[src/logic/bioc_pkg.sv]
// Purpose: Constants for the board I/O select and control block.
// Assumes: Host I/O cycles arrive as pins synchronised inside the block.
// Notes: Offsets are host I/O port addresses, 10 bits wide.
package bioc_pkg;
  localparam int ADDR_W = 10;
  localparam logic [9:0] OFF_STANDBY_TRIGGER = 10'h01C;
  localparam logic [9:0] OFF_STANDBY_ARM = 10'h01E;
  localparam logic [9:0] OFF_SYSTEM_CONTROL = 10'h061;
  localparam logic [9:0] OFF_SYSTEM_STATUS = 10'h062;
  localparam logic [9:0] OFF_PERIPHERAL_SELECT = 10'h065;
  localparam logic [9:0] OFF_MISC_CONTROL_STATUS = 10'h0D0;
  localparam logic [9:0] OFF_DISK_DIAGNOSTIC = 10'h0D1;
  localparam logic [9:0] OFF_INDICATOR_CONTROL = 10'h0D7;
  localparam logic [9:0] OFF_FLOPPY_READBACK_A = 10'h3F0;
  localparam logic [9:0] OFF_FLOPPY_READBACK_B = 10'h3F1;
  // Floppy controller window (3F0h..3F7h) and the two disk windows.
  localparam logic [9:0] FLOPPY_BASE = 10'h3F0;
  localparam logic [9:0] FLOPPY_LAST = 10'h3F7;
  localparam logic [9:0] DISK_AT_BASE = 10'h1F0;
  localparam logic [9:0] DISK_AT_LAST = 10'h1F7;
  localparam logic [9:0] DISK_LEGACY_BASE = 10'h320;
  localparam logic [9:0] DISK_LEGACY_LAST = 10'h327;
  // Peripheral select fields.
  localparam int PSEL_PAR_OE = 7;
  localparam int PSEL_SERIAL1 = 4;
  localparam int PSEL_FLOPPY = 3;
  localparam int PSEL_VIDEO = 2;
  localparam int PSEL_PARALLEL = 1;
  localparam int PSEL_DISK = 0;
  localparam logic [7:0] PSEL_WMASK = 8'h9F;
  localparam logic [7:0] PSEL_RESET = 8'h00;
  // System control fields.
  localparam int SCTL_CHK_DIS = 5;
  localparam int SCTL_PAR_DIS = 4;
  localparam int SCTL_SPK_GATE = 1;
  localparam int SCTL_TMR2_EN = 0;
  localparam logic [7:0] SCTL_WMASK = 8'h33;
  localparam logic [7:0] SCTL_RESET = 8'h00;
  // System status fields.
  localparam int SSTS_PAR_ERR = 7;
  localparam int SSTS_CHK_ERR = 6;
  localparam int SSTS_TMR2_OUT = 5;
  localparam int SSTS_NO_DISK = 2;
  localparam int SSTS_COPRO = 1;
  localparam logic NO_DISK_RESET = 1'b1;
  localparam logic COPRO_RESET = 1'b0;
  // Miscellaneous control fields.
  localparam int MISC_DRV_TYPE = 7;
  localparam int MISC_RTC_CLK = 6;
  localparam int MISC_SER2_EN = 5;
  localparam int MISC_FORCE_ACK2 = 4;
  localparam int MISC_RTC_RST = 3;
  localparam logic [7:0] MISC_WMASK = 8'hB0;
  localparam logic [7:0] MISC_RESET = 8'h00;
  // Disk diagnostic and indicator fields.
  localparam int DIAG_LEGACY_WIN = 1;
  localparam int DIAG_FORCE_ACK3 = 0;
  localparam logic [7:0] DIAG_WMASK = 8'h03;
  localparam logic [7:0] DIAG_RESET = 8'h00;
  localparam int IND_ON = 0;
  localparam logic [7:0] IND_WMASK = 8'h01;
  localparam logic [7:0] IND_RESET = 8'h00;
  localparam int STANDBY_ARM_BIT = 0;
endpackage

[src/logic/bioc_top.sv]
// Purpose: Board I/O select, decode, diagnostic and standby control registers.
// Assumes: Host strobes, address and data are asynchronous pins; two flops sync them.
// Notes: Decodes act on synchronised cycles, so outputs lag the pins by three clocks; the DMA 2 term of the floppy buffer enables lags by four.
`timescale 1ns/1ps

// How it works
// Coprocessor bit writable, resets to zero.
// Status bit 0 reads zero always.
// Selected floppy or disk gets chip select, channel blocked.
// Deselected peripheral: no select, channel passes.
// Peripheral select clears on reset.
// Peripheral select bit map as tabulated.
// Decode floppy, drive select and buffer enables.
// Readback A returns floppy status bits.
// Readback B returns drive and latch bits.
// Hard disk window asserts disk select.
// Disk DMA on channel 3 asserts disk select.
// Host writes arm then reads trigger.
// Standby held while trigger read persists.
// Standby ends when trigger read ends.
// Misc bit 7 drives drive type pin.
// Misc bits 6,3 show calendar clock, reset.
// Misc bit 5 enables second serial.
// Misc bit 4 forces DMA 2 acknowledge.
// Diagnostic bit 1 picks disk window.
// Diagnostic bit 0 forces DMA 3 acknowledge.
// Indicator bit 0 drives indicator output.
// System control bits 5,4,1,0 mapped.
// System status bits 7,6,5,2,1 mapped.
// No-disk bit writable, resets to one.
// Unused bits read zero, ignore writes.
module bioc_top
  import bioc_pkg::*;
(
  input wire logic CLK_I, // 125 MHz clock.
  input wire logic RESETN_I, // Asynchronous reset, active low.
  input wire logic CE_I, // Clock enable; freezes all state when low.
  input wire logic IOR_N_I, // Host I/O read strobe, active low.
  input wire logic IOW_N_I, // Host I/O write strobe, active low.
  input wire logic [ADDR_W-1:0] ADDR_I, // Host I/O address.
  input wire logic [7:0] DATA_I, // Host write data.
  input wire logic DMA_ACK2_I, // DMA channel 2 acknowledge from the DMA controller.
  input wire logic DMA_ACK3_I, // DMA channel 3 acknowledge from the DMA controller.
  input wire logic PARITY_ERR_I, // On-board memory parity error.
  input wire logic CHANNEL_CHECK_IN_I, // Expansion channel check, active high.
  input wire logic TIMER2_OUT_I, // Timer 2 output.
  input wire logic RTC_CLK_I, // Clock-calendar input clock level.
  input wire logic RTC_RST_I, // Clock-calendar reset level.
  input wire logic [7:0] FLOPPY_STAT_A_I, // Floppy status for readback A.
  input wire logic [7:0] FLOPPY_STAT_B_I, // Floppy status for readback B.
  output logic [7:0] DATA_O, // Host read data.
  output logic DATA_OE_O, // High while the block drives the data bus.
  output logic CHAN_IOR_N_O, // Read strobe to expansion channel, active low.
  output logic CHAN_IOW_N_O, // Write strobe to expansion channel, active low.
  output logic FLOPPY_CHIP_SELECT_O, // Floppy controller select, active high.
  output logic FLOPPY_BUFFER_ENABLE_A_N_O, // Floppy buffer enable A, active low.
  output logic FLOPPY_BUFFER_ENABLE_B_N_O, // Floppy buffer enable B, active low.
  output logic HARD_DISK_SELECT_N_O, // Hard disk select, active low.
  output logic VIDEO_SEL_O, // Video controller select.
  output logic PARALLEL_SEL_O, // Parallel port select.
  output logic PARALLEL_OE_O, // Parallel port output enable.
  output logic SERIAL1_SEL_O, // Serial port 1 select.
  output logic SERIAL2_EN_O, // Second serial controller enable.
  output logic DMA_ACK_CH2_O, // DMA channel 2 acknowledge, forced or passed.
  output logic DMA_ACK_CH3_O, // DMA channel 3 acknowledge, forced or passed.
  output logic DRIVE_TYPE_OUT_O, // Drive type pin level.
  output logic INDICATOR_O, // Indicator driver, high means on.
  output logic CHK_DISABLE_O, // Channel-check error disable.
  output logic PARITY_DISABLE_O, // On-board parity check disable.
  output logic TIMER2_GATE_O, // Timer 2 gate input.
  output logic SPEAKER_O, // Gated timer 2 output.
  output logic STANDBY_O // High while the block is in standby.
);

  // Synchroniser stages; stage 1 is read only by stage 2.
  logic [ADDR_W+8+7-1:0] s1_q, s2_q;
  logic ior_n, iow_n, chk, par, tmr2, rtcc, rtcr, ack2, ack3;
  logic [ADDR_W-1:0] addr;
  logic [7:0] wdat;
  logic [7:0] fa_s1_q, fa_q, fb_s1_q, fb_q;
  logic iow_n_d1_q;
  logic [7:0] psel_q, sctl_q, misc_q, diag_q, ind_q;
  logic no_disk_q, copro_q, armed;
  logic wr_pulse, rd_act, floppy_hit, disk_hit, psel_owned;
  logic [7:0] rdata;
  typedef enum logic [1:0] {BIOC_RUN, BIOC_ARMED, BIOC_STANDBY} bioc_state_t;
  bioc_state_t st_q;

  // True when an address lies in an inclusive window.
  function automatic logic in_win(input logic [ADDR_W-1:0] a, input logic [ADDR_W-1:0] lo,
                                  input logic [ADDR_W-1:0] hi);
    in_win = (a >= lo) && (a <= hi);
  endfunction

  // Two-flop synchronisers for every asynchronous pin except the two DMA acknowledges.
  always_ff @(posedge CLK_I or negedge RESETN_I) begin
    if (!RESETN_I) begin
      s1_q <= '1;
      s2_q <= '1;
      fa_s1_q <= 8'h00;
      fa_q <= 8'h00;
      fb_s1_q <= 8'h00;
      fb_q <= 8'h00;
    end else if (CE_I) begin
      s1_q <= {IOR_N_I, IOW_N_I, ADDR_I, DATA_I, CHANNEL_CHECK_IN_I, PARITY_ERR_I, TIMER2_OUT_I,
               RTC_CLK_I, RTC_RST_I};
      s2_q <= s1_q;
      fa_s1_q <= FLOPPY_STAT_A_I;
      fa_q <= fa_s1_q;
      fb_s1_q <= FLOPPY_STAT_B_I;
      fb_q <= fb_s1_q;
    end
  end

  // The two acknowledges are synchronised separately so their reset is idle-low.
  logic [1:0] ack_s1_q, ack_s2_q;
  always_ff @(posedge CLK_I or negedge RESETN_I) begin
    if (!RESETN_I) begin
      ack_s1_q <= 2'h0;
      ack_s2_q <= 2'h0;
    end else if (CE_I) begin
      ack_s1_q <= {DMA_ACK3_I, DMA_ACK2_I};
      ack_s2_q <= ack_s1_q;
    end
  end

  assign {ior_n, iow_n, addr, wdat, chk, par, tmr2, rtcc, rtcr} = s2_q;
  assign {ack3, ack2} = ack_s2_q;

  // A write takes effect once, at the rising edge of the synchronised write strobe,
  // when address and data have long been stable.
  always_ff @(posedge CLK_I or negedge RESETN_I) begin
    if (!RESETN_I) begin
      iow_n_d1_q <= 1'b1;
    end else if (CE_I) begin
      iow_n_d1_q <= iow_n;
    end
  end
  assign wr_pulse = !iow_n_d1_q && iow_n;
  assign rd_act = !ior_n;

  // Address windows; the disk window depends on the diagnostic register.
  assign floppy_hit = in_win(addr, FLOPPY_BASE, FLOPPY_LAST);
  assign disk_hit = diag_q[DIAG_LEGACY_WIN] ? in_win(addr, DISK_LEGACY_BASE, DISK_LEGACY_LAST)
                                            : in_win(addr, DISK_AT_BASE, DISK_AT_LAST); // see R19
  // Enabled floppy and disk controllers claim their window cycles away from the channel.
  assign psel_owned = (psel_q[PSEL_FLOPPY] && floppy_hit) || (psel_q[PSEL_DISK] && disk_hit); // see R3

  // Peripheral select register; reserved bits 6 and 5 stay zero.
  always_ff @(posedge CLK_I or negedge RESETN_I) begin
    if (!RESETN_I) begin
      psel_q <= PSEL_RESET;
    end else if (CE_I && wr_pulse && addr == OFF_PERIPHERAL_SELECT) begin
      psel_q <= wdat & PSEL_WMASK; // see R6
    end
  end

  // System control register.
  always_ff @(posedge CLK_I or negedge RESETN_I) begin
    if (!RESETN_I) begin
      sctl_q <= SCTL_RESET;
    end else if (CE_I && wr_pulse && addr == OFF_SYSTEM_CONTROL) begin
      sctl_q <= wdat & SCTL_WMASK;
    end
  end

  // Firmware-owned status flags; bit 0 and the other read-only bits drop writes.
  always_ff @(posedge CLK_I or negedge RESETN_I) begin
    if (!RESETN_I) begin
      no_disk_q <= NO_DISK_RESET;
      copro_q <= COPRO_RESET;
    end else if (CE_I && wr_pulse && addr == OFF_SYSTEM_STATUS) begin
      no_disk_q <= wdat[SSTS_NO_DISK];
      copro_q <= wdat[SSTS_COPRO]; // see R1
    end
  end

  // Miscellaneous, diagnostic and indicator registers.
  always_ff @(posedge CLK_I or negedge RESETN_I) begin
    if (!RESETN_I) begin
      misc_q <= MISC_RESET;
      diag_q <= DIAG_RESET;
      ind_q <= IND_RESET;
    end else if (CE_I && wr_pulse) begin
      if (addr == OFF_MISC_CONTROL_STATUS) begin
        misc_q <= wdat & MISC_WMASK; // see R15 see R17
      end else if (addr == OFF_DISK_DIAGNOSTIC) begin
        diag_q <= wdat & DIAG_WMASK; // see R19
      end else if (addr == OFF_INDICATOR_CONTROL) begin
        ind_q <= wdat & IND_WMASK;
      end
    end
  end

  // Standby sequencer: an arm write, then a trigger read that holds the block static.
  // Any other cycle between arm and trigger disarms, so a stray read cannot sleep the chip.
  always_ff @(posedge CLK_I or negedge RESETN_I) begin
    if (!RESETN_I) begin
      st_q <= BIOC_RUN;
    end else if (CE_I) begin
      case (st_q)
        BIOC_RUN: begin
          if (wr_pulse && addr == OFF_STANDBY_ARM && wdat[STANDBY_ARM_BIT]) begin
            st_q <= BIOC_ARMED;
          end
        end
        BIOC_ARMED: begin
          if (rd_act && addr == OFF_STANDBY_TRIGGER) begin
            st_q <= BIOC_STANDBY;
          end else if (wr_pulse || rd_act) begin
            st_q <= BIOC_RUN;
          end
        end
        BIOC_STANDBY: begin
          if (!rd_act || addr != OFF_STANDBY_TRIGGER) begin
            st_q <= BIOC_RUN;
          end
        end
        default: begin
          st_q <= BIOC_RUN;
        end
      endcase
    end
  end
  assign armed = (st_q == BIOC_ARMED);

  // Read data mux; unmapped and unused bits read zero.
  always_comb begin
    rdata = 8'h00;
    if (addr == OFF_SYSTEM_CONTROL) begin
      rdata = sctl_q;
    end else if (addr == OFF_SYSTEM_STATUS) begin
      rdata[SSTS_PAR_ERR] = par;
      rdata[SSTS_CHK_ERR] = chk;
      rdata[SSTS_TMR2_OUT] = tmr2;
      rdata[SSTS_NO_DISK] = no_disk_q;
      rdata[SSTS_COPRO] = copro_q;
    end else if (addr == OFF_PERIPHERAL_SELECT) begin
      rdata = psel_q;
    end else if (addr == OFF_MISC_CONTROL_STATUS) begin
      rdata = misc_q;
      rdata[MISC_RTC_CLK] = rtcc;
      rdata[MISC_RTC_RST] = rtcr;
    end else if (addr == OFF_DISK_DIAGNOSTIC) begin
      rdata = diag_q;
    end else if (addr == OFF_INDICATOR_CONTROL) begin
      rdata = ind_q;
    end else if (addr == OFF_FLOPPY_READBACK_A) begin
      rdata = fa_q;
    end else if (addr == OFF_FLOPPY_READBACK_B) begin
      rdata = {1'b0, fb_q[6:0]};
    end
  end

  // True when a read targets one of this block's own readable ports.
  function automatic logic own_port(input logic [ADDR_W-1:0] a);
    own_port = (a == OFF_SYSTEM_CONTROL) || (a == OFF_SYSTEM_STATUS) || (a == OFF_PERIPHERAL_SELECT) ||
               (a == OFF_MISC_CONTROL_STATUS) || (a == OFF_DISK_DIAGNOSTIC) ||
               (a == OFF_INDICATOR_CONTROL) || (a == OFF_FLOPPY_READBACK_A) ||
               (a == OFF_FLOPPY_READBACK_B);
  endfunction

  // Bus-facing outputs, registered. Strobes pass to the channel unless claimed.
  always_ff @(posedge CLK_I or negedge RESETN_I) begin
    if (!RESETN_I) begin
      DATA_O <= 8'h00;
      DATA_OE_O <= 1'b0;
      CHAN_IOR_N_O <= 1'b1;
      CHAN_IOW_N_O <= 1'b1;
      FLOPPY_CHIP_SELECT_O <= 1'b0;
      FLOPPY_BUFFER_ENABLE_A_N_O <= 1'b1;
      FLOPPY_BUFFER_ENABLE_B_N_O <= 1'b1;
      HARD_DISK_SELECT_N_O <= 1'b1;
      VIDEO_SEL_O <= 1'b0;
      PARALLEL_SEL_O <= 1'b0;
      SERIAL1_SEL_O <= 1'b0;
    end else if (CE_I) begin
      DATA_O <= rd_act ? rdata : 8'h00;
      DATA_OE_O <= rd_act && own_port(addr);
      CHAN_IOR_N_O <= ior_n || psel_owned; // see R3
      CHAN_IOW_N_O <= iow_n || psel_owned; // see R3
      FLOPPY_CHIP_SELECT_O <= psel_q[PSEL_FLOPPY] && floppy_hit && (rd_act || !iow_n);
      // Buffers steer during floppy port cycles and DMA channel 2 cycles.
      FLOPPY_BUFFER_ENABLE_A_N_O <= !(psel_q[PSEL_FLOPPY] &&
        ((floppy_hit && rd_act) || (DMA_ACK_CH2_O && !iow_n)));
      FLOPPY_BUFFER_ENABLE_B_N_O <= !(psel_q[PSEL_FLOPPY] &&
        ((floppy_hit && !iow_n) || (DMA_ACK_CH2_O && rd_act)));
      // Disk select covers port cycles and DMA channel 3 cycles. It uses the same acknowledge
      // term as DMA_ACK_CH3_O, so select and acknowledge change on the same edge.
      HARD_DISK_SELECT_N_O <= !(psel_q[PSEL_DISK] &&
        ((disk_hit && (rd_act || !iow_n)) || ack3 || diag_q[DIAG_FORCE_ACK3])); // see R10
      VIDEO_SEL_O <= psel_q[PSEL_VIDEO];
      PARALLEL_SEL_O <= psel_q[PSEL_PARALLEL];
      SERIAL1_SEL_O <= psel_q[PSEL_SERIAL1];
    end
  end

  // Control-level outputs, registered from the register fields, the acknowledge and timer 2 inputs, and the standby sequencer.
  always_ff @(posedge CLK_I or negedge RESETN_I) begin
    if (!RESETN_I) begin
      PARALLEL_OE_O <= 1'b0;
      SERIAL2_EN_O <= 1'b0;
      DMA_ACK_CH2_O <= 1'b0;
      DMA_ACK_CH3_O <= 1'b0;
      DRIVE_TYPE_OUT_O <= 1'b0;
      INDICATOR_O <= 1'b0;
      CHK_DISABLE_O <= 1'b0;
      PARITY_DISABLE_O <= 1'b0;
      TIMER2_GATE_O <= 1'b0;
      SPEAKER_O <= 1'b0;
      STANDBY_O <= 1'b0;
    end else if (CE_I) begin
      PARALLEL_OE_O <= psel_q[PSEL_PAR_OE];
      SERIAL2_EN_O <= misc_q[MISC_SER2_EN];
      DMA_ACK_CH2_O <= ack2 || misc_q[MISC_FORCE_ACK2];
      DMA_ACK_CH3_O <= ack3 || diag_q[DIAG_FORCE_ACK3]; // see R20
      DRIVE_TYPE_OUT_O <= misc_q[MISC_DRV_TYPE];
      INDICATOR_O <= ind_q[IND_ON];
      CHK_DISABLE_O <= sctl_q[SCTL_CHK_DIS];
      PARITY_DISABLE_O <= sctl_q[SCTL_PAR_DIS];
      TIMER2_GATE_O <= sctl_q[SCTL_TMR2_EN];
      SPEAKER_O <= tmr2 && sctl_q[SCTL_SPK_GATE];
      // Standby holds for the whole trigger read; dynamic logic outside keys off it.
      // It mirrors the next state, so it drops on the edge where the sequencer leaves standby.
      STANDBY_O <= rd_act && (addr == OFF_STANDBY_TRIGGER) &&
                   (armed || (st_q == BIOC_STANDBY)); // see R13
    end
  end

endmodule

[config.mk]
export PLATFORM = sky130hd
export DESIGN_NAME = bioc_top
export DESIGN_NICKNAME = d
export VERILOG_FILES = /design/src/logic/bioc_pkg.sv /design/src/logic/bioc_top.sv
export SDC_FILE = /design/constraint.sdc
export NUM_CORES = 1
export LEC_CHECK = 0
export ABC_AREA = 1
export BUFFER_PORTS_ARGS = -buffer_cell sky130_fd_sc_hd__buf_2
export CAP_MARGIN = 10
export CORE_UTILIZATION = 58
export DETAILED_ROUTE_END_ITERATION = 6
export PLACE_DENSITY_LB_ADDON = 0.12
export SETUP_SLACK_MARGIN = 0.2
export SYNTH_ARGS = -nofsm -noshare
export SYNTH_HDL_FRONTEND = slang
export SYNTH_SLANG_ARGS = --single-unit
[constraint.sdc]
create_clock -name CLK_I -period 4.5 [get_ports CLK_I]
set_input_delay 0.9 -clock CLK_I [delete_from_list [all_inputs] [get_ports CLK_I]]
set_output_delay 0.9 -clock CLK_I [all_outputs]
set_load 0.03 [all_outputs]
Word level (Yosys, flattened, before mapping)

Cells that the tools add are included.

Bitwise gates (word level): 2
Eq/ne operators: 16
Order comparisons: 6
Reductions and logical operators: 56
Mux-type cells: 18

Operator list:

| cell                                                                                 | number |
|---|---|
| 8-bit two-way mux                                                                    | 7 |
| 10-bit by 7-bit equality test with 1-bit output, second input constant               | 3 |
| 10-bit by 8-bit equality test with 1-bit output, second input constant               | 3 |
| 1-bit logical AND                                                                    | 25 |
| 10-bit equality test, second input constant                                          | 2 |
| 10-bit by 5-bit equality test with 1-bit output, second input constant               | 2 |
| 10-bit greater-or-equal comparator, second input constant                            | 2 |
| 10-bit <= comparator, second input constant                                          | 2 |
| 1-bit logical OR                                                                     | 20 |
| 2-bit two-way mux                                                                    | 6 |
| 10-bit by 9-bit greater-or-equal comparator with 1-bit output, second input constant | 1 |
| 10-bit by 9-bit <= comparator with 1-bit output, second input constant               | 1 |
| 10-bit by 5-bit inequality test with 1-bit output, second input constant             | 1 |
| 4-bit AND reduction                                                                  | 2 |
| 7-bit two-way mux                                                                    | 1 |
| 1-bit logical NOT                                                                    | 6 |
| 2-bit one-hot mux with 3 select lines                                                | 1 |
| 2-bit inequality test, second input constant                                         | 2 |
| 3-bit two-way mux                                                                    | 1 |
| 3-bit by 1-bit inequality test with 1-bit output, second input constant              | 1 |
| 3-bit AND reduction                                                                  | 1 |
| 2-bit by 1-bit equality test with 1-bit output, second input constant                | 1 |
| 2-bit equality test, second input constant                                           | 1 |
| 2-bit logical NOT                                                                    | 1 |
| 3 further kinds                                                                      | 5 |

Output and inout bits: 29
Word-level logic and storage cells: 137
Register bits after elaboration: 134
Input port bits: 46

Logic depth before layout (Yosys ltp)

Depth after elaboration: 10
Depth in mapped cells: 14
Depth with buffers taken out: 14

Worst setup path after synthesis

No wires, ideal clock.

Path kind: input to register
From: input CE_I
To: register DATA_O[7]
Library setup time: 0.065 ns
Slack: 2.710 ns
Cell stages on the path: 8
Required time: 4.435 ns
Arrival time: 1.725 ns
Path buffers: 1
Cells stage by stage: buf_2 > inv_1 > nor2_4 > inv_1 > nor2_1 > o21a_1 > o211ai_1 > nand2_1

RTL lines:

| item                   | line            | source |
|---|---|---|
| start: declaration     | bioc_top.sv:37  | `input wire logic CE_I,` |
| end signal: assignment | bioc_top.sv:278 | `DATA_O <= rd_act ? rdata : 8'h00;` |
| end: declaration       | bioc_top.sv:51  | `output logic [7:0] DATA_O,` |

Worst setup path after layout

From: input CE_I
To: register st_q[1]

Word-level cells in the longest chain between the ends: 1

Ends and longest elaborated chain:

| item                                 | line            | source |
|---|---|---|
| 4-bit AND reduction (no source line) | n/a             |  |
| end signal: assignment               | bioc_top.sv:199 | `st_q <= BIOC_RUN;` |
| end signal: assignment               | bioc_top.sv:204 | `st_q <= BIOC_ARMED;` |
| end signal: assignment               | bioc_top.sv:209 | `st_q <= BIOC_STANDBY;` |
| end: declaration                     | bioc_top.sv:87  | `bioc_state_t st_q;` |

No other way between the ends.
A chain may end at the register's enable or synchronous reset.

==> results.yml <==
run_status:
  status: "finished clean"
finish:
  nets: 782
  share_of_layout_cells_above_drive_strength_1_pct: 26.9
  layout-area-overhead-vs-synth_pct: 19.0
  final.fill_count: 728
  fin_area_sq_um: 6830
  antenna_cells_inserted: 0
  multiInputGateArea_sq_um: 2030
  seqCellArea_sq_um: 3370
floorplanning:
  initial_core_utilization_pct: 61.0
  fp.dieH_um: 101
  die_w_um: 101
  io_pins: 75
  fp.coreArea_sq_um: 9420
  placement_rows: 35
  floorplan_die_area_sq_um: 10300
synth:
  share_of_flip_flops_with_an_asynchronous_set_or_reset_after_synthesis_pct: 100
  ys.flop_type: "sky130_fd_sc_hd__dfrtp_1"
  top_cell_type_by_total_area_after_synthesis: "sky130_fd_sc_hd__dfrtp_1"
  ys_types: 35
  ys_ff_latch: 132
  synth_seq_area_share_pct: 58.7
  synthesized_nets: 712
  synth_top_cell_area_share_pct: 33.6
  number_of_synthesized_flops_with_an_enable_pin: 0
  synthCells: 663
  yosys-top-cells-count: "300 x sky130_fd_sc_hd__nand2_1, 77 x sky130_fd_sc_hd__dfrtp_1, 55 x sky130_fd_sc_hd__dfstp_2, 52 x sky130_fd_sc_hd__o21ai_0, 51 x sky130_fd_sc_hd__inv_1"
  synth_area_leaders: "sky130_fd_sc_hd__dfrtp_1 34%, sky130_fd_sc_hd__dfstp_2 25%, sky130_fd_sc_hd__nand2_1 20%, sky130_fd_sc_hd__o21ai_0 4.5%, sky130_fd_sc_hd__inv_1 3.3%"
  synth.avg_cell_area_sq_um: 8.66
  yosys_warnings: 0
  post-synth-top-count-cell: "sky130_fd_sc_hd__nand2_1"
  syn-cell-area_sq_um: 5740
worst_setup_path:
  cp_top_family: "buffers and inverters"
  cp_data_required_time_ns: 4.95
  crit_type: "in -> reg"
  crit_arrival_ns: 2.64
  crit_slowest_cell: "sky130_fd_sc_hd__buf_4"
  cp_cell_instances: "buf_4 -> inv_2 -> buf_4 -> a21oi_1 -> o211ai_2 -> nand2_1 -> o21ai_1"
  setup.worst_path.end_class: "register"
  timing.critical_path.mode_cell: "sky130_fd_sc_hd__buf_4"
  path_max_fanout: 51
  launching_element_type_of_the_critical_path: "input port"
  worst_path_largest_cell_delay_ns: 0.55
  critical_path.n_buffers_inverters: 3
detailed_routing:
  drt-wirelength-per-cell_um: 14.6
  num_vias: 4550
  drc_violation_total_after_the_first_tritonroute_iteration: 208
  drc: 0
  detail_route.vias_per_cell: 5.20
  drt.antenna.violating_nets: 0
  first_pass_detailed_route_iteration_total: 4
  routed_wl_um: 12800
cts:
  tritoncts.num_buffers: 17
  cts_hold_buf: 0
  h-tree-depth: 4
  cts.repair_timing.setup_buffer_count: 0
  tritoncts: "built"
  cts.path.max_buffers: 2
  cts_num_sinks: 132
  clk_transition_reported_paths_ns: 0.06
  postCtsResizedCells: 0
  clock_latency_ns: 0.53
  cts.root.buffer_cell: "sky130_fd_sc_hd__clkbuf_8"
global_route:
  grt_first_pass_wirelength_um: 21700
  grt_max_degree: 104
  grt_util_met2_pct: 46.0
  number_of_global_route_vias_before_repair: 4521
  grt_busiest_layer: "met2"
  gr-total-overflow: 0
  global_route.usage.met1_pct: 38.0
  antenna_found_initial: 0
  grt_use_total_pct: 28.5
  groute.layer.met3.usage_pct: 6.97
timing:
  final_setup_violations: 0
  setup_tns_ns: 0
  skew_ns: 0.00828
  period_share_pct: 48.7
  max_slew_margin_pct: 30.3
  tightest_slew_ns: 1.05
  finalWorstPathRequiredPeriod_ns: 2.19
  worst_slack_ns: 2.31
  drv_slew: 0
  fmaxAchievable_ghz: 0.456
  rsz0062_at_grt: "no"
  report.final.hold_viol_count: 0
min_path:
  holdCritPathClass: "reg -> reg"
power:
  netSwitchingPower_mw: 0.763
  internal_power_mw: 2.38
  power.ir.vdd_worst_mv: 0.309
  clkPwrFrac_pct: 47.9
  sequential_share_of_power_pct: 43.5
  pwr_density_cell_nw_per_um2: 461
  power_leakage_nw: 3.50
  switching_share_pct: 24.3
  comb_power_share_pct: 8.7
job:
  max_cap_violations: 0
placed_design:
  dpl.hpwl_um: 8280
  dpl_cell_area_sq_um: 6180
  place.gp.congestion: 0.837
  port_buffers: 72
  place_ws_ns: 1.80
metrics by stage:
stage          util, %  hold slack, ns  power [mW]  cells
6_report          72.6           0.462        3.15    875
5_1_grt           72.6           0.479        3.27    875
4_1_cts           72.6           0.463        3.17    875
3_5_place_dp      65.7           0.453        1.65    843
3_3_place_gp      65.7           0.451        1.64    843
2_1_floorplan        -           0.437        1.55    663
logic make-up after synthesis:
logic type | count (synthesis) | synth area share (%)
AO/OA/AOI/OAI | 86 | 8.54
AND/OR/NAND/NOR | 358 | 26.2
buffers and inverters | 84 | 5.84
adder cells (fa/ha/maj) | 3 | 0.654
flip-flops | 132 | 58.7
final timing paths:
| kind | start | to | slack [ns] | depth (start not counted) |
|---|---|---|---|---|
| worst min-delay path | s1_q[19]$_DFFE_PN1P_ | s1_q[19]$_DFFE_PN1P_ | 0.46 | 2 |
| min in group asynchronous | RESETN_I | fa_s1_q[4]$_DFFE_PN0P_ | 0.55 | 1 |
| worst min register to register | s1_q[19]$_DFFE_PN1P_ | s1_q[19]$_DFFE_PN1P_ | 0.46 | 2 |
| worst max-delay path | CE_I | st_q[1]$_DFFE_PN0P_ | 2.31 | 7 |
| max in group asynchronous | RESETN_I | FLOPPY_BUFFER_ENABLE_A_N_O$_DFFE_PN1P_ | 2.94 | 2 |
| worst max register to register | s2_q[13]$_DFFE_PN1P_ | DATA_O[7]$_DFFE_PN0P_ | 2.71 | 8 |
metal layers:
metal  wire, um  vias to the layer above
met5          0                        -
met4        165                        0
met3        619                       12
met2       6360                      108
met1       5640                     2211
li1           -                     2219
sequential cells by signal (all words and copies together), names as in the netlist, 2 cells and up:
name and count:
s1_q 24, s2_q 24, DATA_O 8, fa_q 8
fa_s1_q 8, fb_q 7, fb_s1_q 7, psel_q 6
sctl_q 4, misc_q 3, ack_s1_q 2, ack_s2_q 2
diag_q 2, st_q 2
power by group through the flow:
| stage | Clock, mW | Combinational [mW] | Sequential (mW) |
|---|---|---|---|
| 6_report | 1.51 | 0.273 | 1.37 |
| 5_1_grt | 1.57 | 0.316 | 1.38 |
| 4_1_cts | 1.52 | 0.277 | 1.37 |
| 3_5_place_dp | 0 | 0.270 | 1.38 |
| 3_3_place_gp | 0 | 0.260 | 1.38 |
| 2_1_floorplan | 0 | 0.165 | 1.38 |
placed cells by master, fill, tap and decap left out, types with 2 or more instances in the layout:
cell type                    Yosys  final
sky130_fd_sc_hd__dfstp_2        55     55
sky130_fd_sc_hd__nor2_1         10     10
sky130_fd_sc_hd__nor3_1          6      6
sky130_fd_sc_hd__clkbuf_1        8      2
sky130_fd_sc_hd__buf_2          10     70
sky130_fd_sc_hd__nand3_1        11     11
sky130_fd_sc_hd__nand2_1       300    300
sky130_fd_sc_hd__bufinv_16       0      5
sky130_fd_sc_hd__a21oi_1         5      5
sky130_fd_sc_hd__o22ai_1         5      5
sky130_fd_sc_hd__clkbuf_16       0     16
sky130_fd_sc_hd__nand2_2         7      7
sky130_fd_sc_hd__clkinv_4        0      2
sky130_fd_sc_hd__nand4_1         6      6
sky130_fd_sc_hd__nor3_2          2      2
sky130_fd_sc_hd__clkinvlp_4      0      3
sky130_fd_sc_hd__clkbuf_8        0      3
sky130_fd_sc_hd__ha_1            3      3
sky130_fd_sc_hd__buf_4           0      6
sky130_fd_sc_hd__o21ai_1         9      9
sky130_fd_sc_hd__o221ai_1        3      3
sky130_fd_sc_hd__dfrtp_1        77     77
sky130_fd_sc_hd__inv_2           8      9
sky130_fd_sc_hd__o21ai_2         6      6
sky130_fd_sc_hd__inv_1          51     50
sky130_fd_sc_hd__o21ai_0        52     52
sky130_fd_sc_hd__nor2_4          5      5
sky130_fd_sc_hd__nor2_2          6      6
tightest hold or removal path, cell delays in order (launching register included):
cell	delay, ns
sky130_fd_sc_hd__dfstp_2	0.36
sky130_fd_sc_hd__nand2_1	0.05
sky130_fd_sc_hd__nand2_1	0.04
final cells by class:
cell class | instances | share of cell area, %
flip-flops and latches | 132 | 49.4
multi-input cells | 447 | 29.8
clock buffers | 21 | 6.58
repair buffers | 76 | 5.79
inverters | 59 | 3.24
clock inverters | 11 | 2.91
well taps | 129 | 2.36
No activity file was read; power rests on OpenSTA's default activity.
